`config.mk`:
```
export PLATFORM = sky130hd
export DESIGN_NAME = nfo_core
export DESIGN_NICKNAME = d
export VERILOG_FILES = /design/src/verilog/nfo_pkg.sv /design/src/verilog/nfo_core.sv
export SDC_FILE = /design/constraint.sdc
export NUM_CORES = 1
export LEC_CHECK = 0
export BUFFER_PORTS_ARGS = -buffer_cell sky130_fd_sc_hd__buf_4
export CAP_MARGIN = 10
export CELL_PAD_IN_SITES_DETAIL_PLACEMENT = 1
export CELL_PAD_IN_SITES_GLOBAL_PLACEMENT = 1
export CORE_UTILIZATION = 46
export DETAILED_ROUTE_END_ITERATION = 12
export PLACE_DENSITY_LB_ADDON = 0.1
export SYNTH_ARGS = -nofsm -noshare
export SYNTH_HDL_FRONTEND = slang
export SYNTH_SLANG_ARGS = --single-unit
```
`constraint.sdc`:
```
create_clock -name clk_i -period 20.1 [get_ports clk_i]
set_input_delay 1.005 -clock clk_i [delete_from_list [all_inputs] [get_ports clk_i]]
set_output_delay 1.005 -clock clk_i [all_outputs]
set_load 0.02 [all_outputs]
```
`src/verilog/nfo_pkg.sv`:
```
// Purpose: Shared constants and types for the next-instruction field override block.
// Assumes: 32-bit instruction word with 9-bit D and S fields; core clock only.
// Notes: Field positions of the substitute select code are adjustable here.

`default_nettype none

package nfo_pkg;

    // ************************************************************
    // Instruction word layout
    // ************************************************************
    localparam int NFO_W = 32;
    localparam int NFO_FLD_W = 9;
    localparam int NFO_S_LSB = 0;
    localparam int NFO_D_LSB = 9;
    localparam int NFO_I_LSB = 18;
    localparam int NFO_AUG_W = 23;
    localparam int NFO_SEL_W = 3;
    localparam int NFO_STEP_LSB = 9;

    // ************************************************************
    // Register slices used by the overrides
    // ************************************************************
    localparam int NFO_BIT_IDX_LSB = 5;
    localparam int NFO_BYTE_ADR_LSB = 2;
    localparam int NFO_NIB_ADR_LSB = 3;
    localparam int NFO_WORD_ADR_LSB = 1;

    // Default select bits inside S for the two-operand substitute
    localparam int NFO_SUB_SEL_S_BIT = 0;
    localparam int NFO_SUB_SEL_D_BIT = 1;
    localparam int NFO_SUB_SEL_R_BIT = 2;
    localparam int NFO_SUB_SEL_I_BIT = 3;

    // Prefix operation presented by decode
    typedef enum logic [3:0] {
        NFO_OP_NONE,
        NFO_OP_BIT_IDX,
        NFO_OP_DEST,
        NFO_OP_SRC,
        NFO_OP_RESULT,
        NFO_OP_BYTE_EXT,
        NFO_OP_NIB_EXT,
        NFO_OP_WORD_EXT,
        NFO_OP_BYTE_INS,
        NFO_OP_NIB_INS,
        NFO_OP_WORD_INS,
        NFO_OP_WHOLE,
        NFO_OP_AUG_D,
        NFO_OP_AUG_S
    } nfo_op_type;

    // Class of the following instruction, for the selector overrides
    typedef enum logic [2:0] {
        NFO_CLS_OTHER,
        NFO_CLS_BYTE_EXT,
        NFO_CLS_NIB_EXT,
        NFO_CLS_WORD_EXT,
        NFO_CLS_BYTE_INS,
        NFO_CLS_NIB_INS,
        NFO_CLS_WORD_INS
    } nfo_cls_type;

endpackage : nfo_pkg

`default_nettype wire

```
`src/verilog/nfo_core.sv`:
```
// Purpose: Prefix logic that rewrites fields of the following instruction.
// Assumes: Decode presents each prefix and each following instruction as one-cycle pulses.
// Notes: Rewritten instruction and register write-back appear one clock after the pulse.

`default_nettype none

module nfo_core #(
    parameter int SEL_S_BIT = nfo_pkg::NFO_SUB_SEL_S_BIT, // Substitute S-field select bit
    parameter int SEL_D_BIT = nfo_pkg::NFO_SUB_SEL_D_BIT, // Substitute D-field select bit
    parameter int SEL_R_BIT = nfo_pkg::NFO_SUB_SEL_R_BIT, // Substitute result select bit
    parameter int SEL_I_BIT = nfo_pkg::NFO_SUB_SEL_I_BIT  // Substitute I-field select bit
) (
    input wire logic clk_i, // Core clock
    input wire logic sys_rst_i, // Async reset, active high
    input wire logic pfx_valid_i, // Prefix executes this cycle
    input wire nfo_pkg::nfo_op_type pfx_op_i, // Which prefix
    input wire logic pfx_two_op_i, // Prefix has an S operand
    input wire logic [nfo_pkg::NFO_W-1:0] pfx_d_i, // Prefix register value
    input wire logic [nfo_pkg::NFO_W-1:0] pfx_s_i, // Prefix S operand value
    input wire logic [nfo_pkg::NFO_AUG_W-1:0] pfx_aug_i, // Extension constant
    input wire logic nxt_valid_i, // Following instruction decodes
    input wire logic [nfo_pkg::NFO_W-1:0] nxt_instr_i, // Following instruction word
    input wire nfo_pkg::nfo_cls_type nxt_cls_i, // Class of following instruction
    input wire logic nxt_d_imm_i, // Following uses immediate D
    input wire logic nxt_s_imm_i, // Following uses immediate S
    output logic out_valid_o, // Rewritten instruction valid
    output logic [nfo_pkg::NFO_W-1:0] out_instr_o, // Rewritten instruction
    output logic [nfo_pkg::NFO_FLD_W-1:0] out_res_addr_o, // Result register address
    output logic [nfo_pkg::NFO_SEL_W-1:0] out_sel_o, // Byte/nibble/word selector
    output logic out_sel_en_o, // Selector override active
    output logic [nfo_pkg::NFO_W-1:0] out_d_imm_o, // Widened immediate D
    output logic [nfo_pkg::NFO_W-1:0] out_s_imm_o, // Widened immediate S
    output logic wb_valid_o, // Prefix register write-back
    output logic [nfo_pkg::NFO_W-1:0] wb_data_o // Prefix register new value
);
    import nfo_pkg::*;

    // ************************************************************
    // Decode of the prefix into pending fields
    // ************************************************************
    logic [NFO_FLD_W-1:0] s9;
    logic [NFO_FLD_W-1:0] n_d;
    logic [NFO_FLD_W-1:0] n_s;
    logic [NFO_FLD_W-1:0] n_r;
    logic [NFO_SEL_W-1:0] n_sel;
    nfo_cls_type n_cls;
    logic n_d_en;
    logic n_s_en;
    logic n_r_en;
    logic n_sel_en;
    logic n_whole;
    logic [3:0] n_mask;
    logic [NFO_W-1:0] step;

    assign s9 = pfx_s_i[NFO_FLD_W-1:0];
    assign step = {{(NFO_W-NFO_FLD_W){pfx_s_i[NFO_STEP_LSB+NFO_FLD_W-1]}},
                   pfx_s_i[NFO_STEP_LSB +: NFO_FLD_W]};

    // Address is the slice alone, or slice plus S folded to nine bits
    always_comb begin
        n_d = '0;
        n_s = '0;
        n_r = '0;
        n_sel = '0;
        n_cls = NFO_CLS_OTHER;
        n_d_en = 1'b0;
        n_s_en = 1'b0;
        n_r_en = 1'b0;
        n_sel_en = 1'b0;
        n_whole = 1'b0;
        n_mask = '0;
        unique case (pfx_op_i)
            NFO_OP_BIT_IDX: begin
                n_d_en = 1'b1;
                n_d = pfx_d_i[NFO_BIT_IDX_LSB +: NFO_FLD_W];
                if (pfx_two_op_i) begin
                    n_d = pfx_d_i[NFO_BIT_IDX_LSB +: NFO_FLD_W] + s9;
                end
            end
            NFO_OP_DEST: begin
                n_d_en = 1'b1;
                n_d = pfx_two_op_i ? pfx_d_i[NFO_FLD_W-1:0] + s9 : pfx_d_i[NFO_FLD_W-1:0];
            end
            NFO_OP_SRC: begin
                n_s_en = 1'b1;
                n_s = pfx_two_op_i ? pfx_d_i[NFO_FLD_W-1:0] + s9 : pfx_d_i[NFO_FLD_W-1:0];
            end
            NFO_OP_RESULT: begin
                n_r_en = 1'b1;
                n_r = pfx_two_op_i ? pfx_d_i[NFO_FLD_W-1:0] + s9 : pfx_d_i[NFO_FLD_W-1:0];
            end
            NFO_OP_BYTE_EXT: begin
                n_sel_en = 1'b1;
                n_cls = NFO_CLS_BYTE_EXT;
                n_s = pfx_d_i[NFO_BYTE_ADR_LSB +: NFO_FLD_W];
                n_sel = {1'b0, pfx_d_i[NFO_BYTE_ADR_LSB-1:0]};
            end
            NFO_OP_NIB_EXT: begin
                n_sel_en = 1'b1;
                n_cls = NFO_CLS_NIB_EXT;
                n_s = pfx_d_i[NFO_NIB_ADR_LSB +: NFO_FLD_W];
                n_sel = pfx_d_i[NFO_NIB_ADR_LSB-1:0];
            end
            NFO_OP_WORD_EXT: begin
                n_sel_en = 1'b1;
                n_cls = NFO_CLS_WORD_EXT;
                n_s = pfx_d_i[NFO_WORD_ADR_LSB +: NFO_FLD_W];
                n_sel = {2'h0, pfx_d_i[NFO_WORD_ADR_LSB-1]};
            end
            NFO_OP_BYTE_INS: begin
                n_sel_en = 1'b1;
                n_cls = NFO_CLS_BYTE_INS;
                n_d = pfx_d_i[NFO_BYTE_ADR_LSB +: NFO_FLD_W];
                n_sel = {1'b0, pfx_d_i[NFO_BYTE_ADR_LSB-1:0]};
            end
            NFO_OP_NIB_INS: begin
                n_sel_en = 1'b1;
                n_cls = NFO_CLS_NIB_INS;
                n_d = pfx_d_i[NFO_NIB_ADR_LSB +: NFO_FLD_W];
                n_sel = pfx_d_i[NFO_NIB_ADR_LSB-1:0];
            end
            NFO_OP_WORD_INS: begin
                n_sel_en = 1'b1;
                n_cls = NFO_CLS_WORD_INS;
                n_d = pfx_d_i[NFO_WORD_ADR_LSB +: NFO_FLD_W];
                n_sel = {2'h0, pfx_d_i[NFO_WORD_ADR_LSB-1]};
            end
            NFO_OP_WHOLE: begin
                n_whole = 1'b1;
                n_mask = 4'hf;
                if (pfx_two_op_i) begin
                    n_mask = {pfx_s_i[SEL_I_BIT], pfx_s_i[SEL_R_BIT],
                              pfx_s_i[SEL_D_BIT], pfx_s_i[SEL_S_BIT]};
                end
            end
            default: begin
            end
        endcase
        // Selector forms add S only to the address part
        if (pfx_two_op_i && n_sel_en) begin
            n_d = n_d + s9;
            n_s = n_s + s9;
        end
    end

    // ************************************************************
    // Pending override, lives until the next instruction decodes
    // ************************************************************
    logic d_en_q, s_en_q, r_en_q, sel_en_q, whole_q;
    logic [NFO_FLD_W-1:0] d_q, s_q, r_q;
    logic [NFO_SEL_W-1:0] sel_q;
    nfo_cls_type cls_q;
    logic [3:0] mask_q;
    logic [NFO_W-1:0] word_q;
    logic fld_set;

    assign fld_set = pfx_valid_i && (pfx_op_i != NFO_OP_AUG_D) && (pfx_op_i != NFO_OP_AUG_S);

    // A new prefix in the same cycle as a consume wins; it targets a later instruction
    always_ff @(posedge clk_i or posedge sys_rst_i) begin
        if (sys_rst_i) begin
            d_en_q <= 1'b0;
            s_en_q <= 1'b0;
            r_en_q <= 1'b0;
            sel_en_q <= 1'b0;
            whole_q <= 1'b0;
            d_q <= '0;
            s_q <= '0;
            r_q <= '0;
            sel_q <= '0;
            cls_q <= NFO_CLS_OTHER;
            mask_q <= '0;
            word_q <= '0;
        end else if (fld_set) begin
            d_en_q <= n_d_en || (n_sel_en && n_cls >= NFO_CLS_BYTE_INS);
            s_en_q <= n_s_en || (n_sel_en && n_cls <= NFO_CLS_WORD_EXT);
            r_en_q <= n_r_en;
            sel_en_q <= n_sel_en;
            whole_q <= n_whole;
            d_q <= n_d;
            s_q <= n_s;
            r_q <= n_r;
            sel_q <= n_sel;
            cls_q <= n_cls;
            mask_q <= n_mask;
            word_q <= pfx_d_i;
        end else if (nxt_valid_i) begin
            d_en_q <= 1'b0;
            s_en_q <= 1'b0;
            r_en_q <= 1'b0;
            sel_en_q <= 1'b0;
            whole_q <= 1'b0;
        end
    end

    // ************************************************************
    // Immediate extensions, held until an immediate consumes them
    // ************************************************************
    logic aug_d_en_q, aug_s_en_q;
    logic [NFO_AUG_W-1:0] aug_d_q, aug_s_q;
    logic set_aug_d, set_aug_s;

    assign set_aug_d = pfx_valid_i && pfx_op_i == NFO_OP_AUG_D;
    assign set_aug_s = pfx_valid_i && pfx_op_i == NFO_OP_AUG_S;

    // Set wins over consume so a fresh extension is never dropped
    always_ff @(posedge clk_i or posedge sys_rst_i) begin
        if (sys_rst_i) begin
            aug_d_en_q <= 1'b0;
            aug_s_en_q <= 1'b0;
            aug_d_q <= '0;
            aug_s_q <= '0;
        end else begin
            if (set_aug_d) begin
                aug_d_en_q <= 1'b1;
                aug_d_q <= pfx_aug_i;
            end else if (nxt_valid_i && nxt_d_imm_i) begin
                aug_d_en_q <= 1'b0;
            end
            if (set_aug_s) begin
                aug_s_en_q <= 1'b1;
                aug_s_q <= pfx_aug_i;
            end else if (nxt_valid_i && nxt_s_imm_i) begin
                aug_s_en_q <= 1'b0;
            end
        end
    end

    // ************************************************************
    // Rewrite of the following instruction
    // ************************************************************
    logic [NFO_W-1:0] base;
    logic [NFO_W-1:0] word;
    logic [NFO_FLD_W-1:0] res;
    logic sel_hit;

    assign sel_hit = sel_en_q && (nxt_cls_i == cls_q);

    // Fields pulled from the held register word, then address overrides
    always_comb begin
        base = nxt_instr_i;
        word = word_q;
        res = nxt_instr_i[NFO_D_LSB +: NFO_FLD_W];
        if (whole_q) begin
            if (mask_q[3]) begin
                base[NFO_W-1:NFO_I_LSB] = word[NFO_W-1:NFO_I_LSB];
            end
            if (mask_q[1]) begin
                base[NFO_D_LSB +: NFO_FLD_W] = word[NFO_D_LSB +: NFO_FLD_W];
            end
            if (mask_q[0]) begin
                base[NFO_S_LSB +: NFO_FLD_W] = word[NFO_S_LSB +: NFO_FLD_W];
            end
            res = mask_q[2] ? word[NFO_D_LSB +: NFO_FLD_W] : base[NFO_D_LSB +: NFO_FLD_W];
        end
        if (d_en_q && (!sel_en_q || sel_hit)) begin
            base[NFO_D_LSB +: NFO_FLD_W] = d_q;
            res = d_q;
        end
        if (s_en_q && (!sel_en_q || sel_hit)) begin
            base[NFO_S_LSB +: NFO_FLD_W] = s_q;
        end
        if (r_en_q) begin
            res = r_q;
        end
    end

    // Outputs land one clock after the following instruction decodes
    always_ff @(posedge clk_i or posedge sys_rst_i) begin
        if (sys_rst_i) begin
            out_valid_o <= 1'b0;
            out_instr_o <= '0;
            out_res_addr_o <= '0;
            out_sel_o <= '0;
            out_sel_en_o <= 1'b0;
            out_d_imm_o <= '0;
            out_s_imm_o <= '0;
        end else begin
            out_valid_o <= nxt_valid_i;
            if (nxt_valid_i) begin
                out_instr_o <= base;
                out_res_addr_o <= res;
                out_sel_o <= sel_hit ? sel_q : '0;
                out_sel_en_o <= sel_hit;
                out_d_imm_o <= {(aug_d_en_q ? aug_d_q : NFO_AUG_W'(0)),
                                base[NFO_D_LSB +: NFO_FLD_W]};
                out_s_imm_o <= {(aug_s_en_q ? aug_s_q : NFO_AUG_W'(0)),
                                base[NFO_S_LSB +: NFO_FLD_W]};
            end
        end
    end

    // ************************************************************
    // Register auto-advance after two-operand prefixes
    // ************************************************************
    // Single-form substitute never writes back, so its register stays intact
    always_ff @(posedge clk_i or posedge sys_rst_i) begin
        if (sys_rst_i) begin
            wb_valid_o <= 1'b0;
            wb_data_o <= '0;
        end else begin
            wb_valid_o <= fld_set && pfx_two_op_i && pfx_op_i != NFO_OP_NONE;
            wb_data_o <= pfx_d_i + step;
        end
    end
endmodule : nfo_core

`default_nettype wire

```
==> impl_metrics.yaml <==
worst_setup_path:
  reg2regPathDepth: 8
  reg2reg_from: "cls_q[0]"
  crit_fanout: 5
  ff2ff_setup_slack_ns: 17.57
  startpoint: "pfx_d_i[0]"
  critical_path_class: "in -> reg"
  arrival_ns: 5.24
  setup.worst_path.end: "d_q[8]"
  crit_path_end_kind: "flop"
  startpoint_type: "primary input"
  cp.required_ns: 20.55
  r2r-end: "out_res_addr_o[3]"
timing:
  slew_headroom: 0.2785
  fin_crit_ns: 4.797
  grt_setup_unrepaired: "no"
  setup_viol: 0
  slew_viol_final: 0
  tns_ns: 0
  finalClockSkew_ns: 0.009872
  tightest_slew_ns: 1.082
  min_period_over_period: 0.2387
  max_freq_ghz: 0.2085
  hold_violations: 0
detailed_routing:
  ant_nets: 0
  vias: 11300
  drc: 0
  drtIter0Drc: 744
  wl_mm: 41.02
  wl_per_cell_um: 20.62
  dr.pass1.iters: 5
  via_per_inst: 5.679
grt:
  grt_pass1_vias: 11820
  overflow: 0
  grt_pass1_wl_mm: 66.18
  grt_usage: 0.2758
  grt_max_degree: 112
  antenna_found_initial: 1
synth:
  synthSimpleGateAreaFrac: 0.1410
  synthCells: 1375
  yosys_warnings: 0
  ys_seq_area_frac: 0.4595
  syn_nets: 1576
  ys_types: 75
  syn_area_um2: 13450
  synth_flop_cell: "dfrtp_1"
  muxShareOfSynthArea: 0.08223
  synth-xor-area-share: 0.03060
  synth_seq_cells: 247
  synthTopCellsByArea: "dfrtp_1 (46%), nand2_1 (6.1%), ha_1 (5.9%)"
  synth-adder-area-share: 0.06605
  synth_top_area_frac: 0.4595
  syn_avg_cell_area_um2: 9.782
  synth_top_area_cell: "dfrtp_1"
  synth_top_family_by_area: "compound AO/OA/AOI/OAI gates"
  synth_compound_area_frac: 0.1833
  synth-async-reset-ratio: 1.000
  synth_edf_count: 0
cts:
  cts_tree: "yes"
  cts_buffers: 28
  h-tree-depth: 1
  cts_hold_buffers: 0
  cts_buffer_depth: 3
  root_buffer: "clkbuf_16"
  path_clk_slew_ns: 0.06
  clk-insertion-delay-late_ns: 0.56
  cts-resized-gates: 0
  post_cts_buffers: 0
  clock_sinks: 247
power:
  power.share.switching: 0.3082
  p_leak_nw: 8.130
  p_per_area_nw_per_um2: 88.55
  comb_power_share: 0.238
  pwr-share-clk: 0.350
  power.share.sequential: 0.412
  ir_drop_mv: 0.06730
  switchingPower_w: 0.0004500
  internal_power_w: 0.001010
floorplan:
  initial_core_util: 0.4686
  die_x_um: 173.0
  rows: 62
  die_area_um2: 29930
  io_pins: 276
  coreArea_um2: 28700
  die-height_um: 173.0
min_path:
  hold_path.class: "reg -> reg"
outcome:
  status: "finished, final reports clean"
layout:
  nets: 1786
  final_cell_mix: "buf_4 (268), dfrtp_1 (247), nand2_1 (219), nor2_1 (117), a21oi_1 (91)"
  fillers: 3239
  finish.utilization: 0.5745
  layout_commonest_cell: "buf_4"
  final_layout_size_suffix_gt1_frac: 0.2481
  area_growth_pct: 22.59
placement:
  io_buffers: 261
  globalplace.congestion: 0.8709
  place.detailed.hpwl_mm: 29.34
run:
  max_cap_viol_count: 0
[state kept, by name (all words and copies together), names as in the netlist, 3 cells and up]
name and count:
aug_d_q 23, aug_s_q 23, cls_q 3, d_q 9, mask_q 4, out_d_imm_o 23
out_instr_o 32, out_res_addr_o 9, out_s_imm_o 23, out_sel_o 3, r_q 9, s_q 9
sel_q 3, wb_data_o 32, word 32
[stage by stage]
| step | worst slack [ns] | instance area (um2) | hold slack (ns) | cells | power [W] |
|---|---|---|---|---|---|
| final | 15.30 | 16490 | 0.4731 | 1989 | 0.001460 |
| after global routing | 15.01 | 16490 | 0.4982 | 1989 | 0.001527 |
| after CTS | 15.39 | 16490 | 0.4772 | 1988 | 0.001472 |
| after detailed placement | 14.88 | 15550 | 0.4622 | 1939 | 0.0009553 |
| after global placement | 14.89 | 15550 | 0.4497 | 1939 | 0.0009410 |
| after floorplan | 12.31 | 13450 | 0.4380 | 1375 | 0.0008217 |
[cells by family after synthesis]
group / count (synthesis)
xor gates and xnor gates: 47
AOI/OAI and AO/OA: 356
buffers and inverters: 112
DFF: 247
adders and majority gates: 68
and+or+nand+nor: 442
muxes: 103
[critical path, stage by stage]
cell     delay, ns
buf_4         0.14
ha_1          0.21
inv_1         0.07
fa_1          0.37
and2b_1       0.25
nor3_1        0.06
a21oi_1       0.48
nor2_1        0.11
nor2_1        0.14
o21ai_0       0.17
ha_1          0.37
nor2b_1       0.16
o21ai_0       0.25
a21oi_1       0.14
o41ai_1       0.45
mux2i_1       0.28
nor2_1        0.08
a32o_1        0.29
a211o_1       0.21
[cell type report]
type / count / area (um2) / area share
Multi-Input combinational cell: 1016 / 6779 / 0.4111
Sequential cell: 247 / 6181 / 0.3749
Timing Repair Buffer: 268 / 2012 / 0.1220
Clock buffer: 37 / 814.5 / 0.04940
Tap cell: 384 / 480.5 / 0.02914
Clock inverter: 12 / 121.4 / 0.007361
Inverter: 24 / 97.59 / 0.005919
Antenna cell: 1 / 2.502 / 0.0001518
[power by group through the flow]
stage                     logic, W  registers (W)  clock network, W
after floorplan           0.000186       0.000636                 0
after global routing      0.000378       0.000609          0.000540
after detailed placement  0.000346       0.000609                 0
final                     0.000348       0.000601          0.000511
after CTS                 0.000350       0.000602          0.000521
after global placement    0.000336       0.000605                 0
[layer usage]
layer / vias up / track usage / part of all wire
met5: - / 0 / 0
met4: 0 / 0.06748 / 0.021
met3: 61 / 0.03342 / 0.048
met2: 295 / 0.4622 / 0.48
met1: 5618 / 0.3807 / 0.45
li1: 5322 / - / -
[cell usage after synthesis (all sizes together), types with 22 or more instances]
| cell type | n |
|---|---|
| a21o | 27 |
| a21oi | 92 |
| a22o | 54 |
| buf | 32 |
| clkbuf | 56 |
| dfrtp | 247 |
| ha | 63 |
| inv | 24 |
| mux2 | 60 |
| mux2i | 43 |
| nand2 | 219 |
| nor2 | 118 |
| nor3 | 29 |
| o21ai | 63 |
| xnor2 | 25 |
| xor2 | 22 |
[how the worst min path moves through the flow]
stage	startpoint	to	slack [ns]	cells past startpoint
floorplan	aug_d_en_q	aug_d_en_q	0.44	2
global placement	aug_d_en_q	aug_d_en_q	0.45	2
detailed placement	aug_s_en_q	aug_s_en_q	0.46	2
CTS	word[31]	word[31]	0.48	2
global route	aug_s_en_q	aug_s_en_q	0.50	2
finish	word[31]	word[31]	0.47	2
Note: power is estimated with default switching activity, not from simulation.
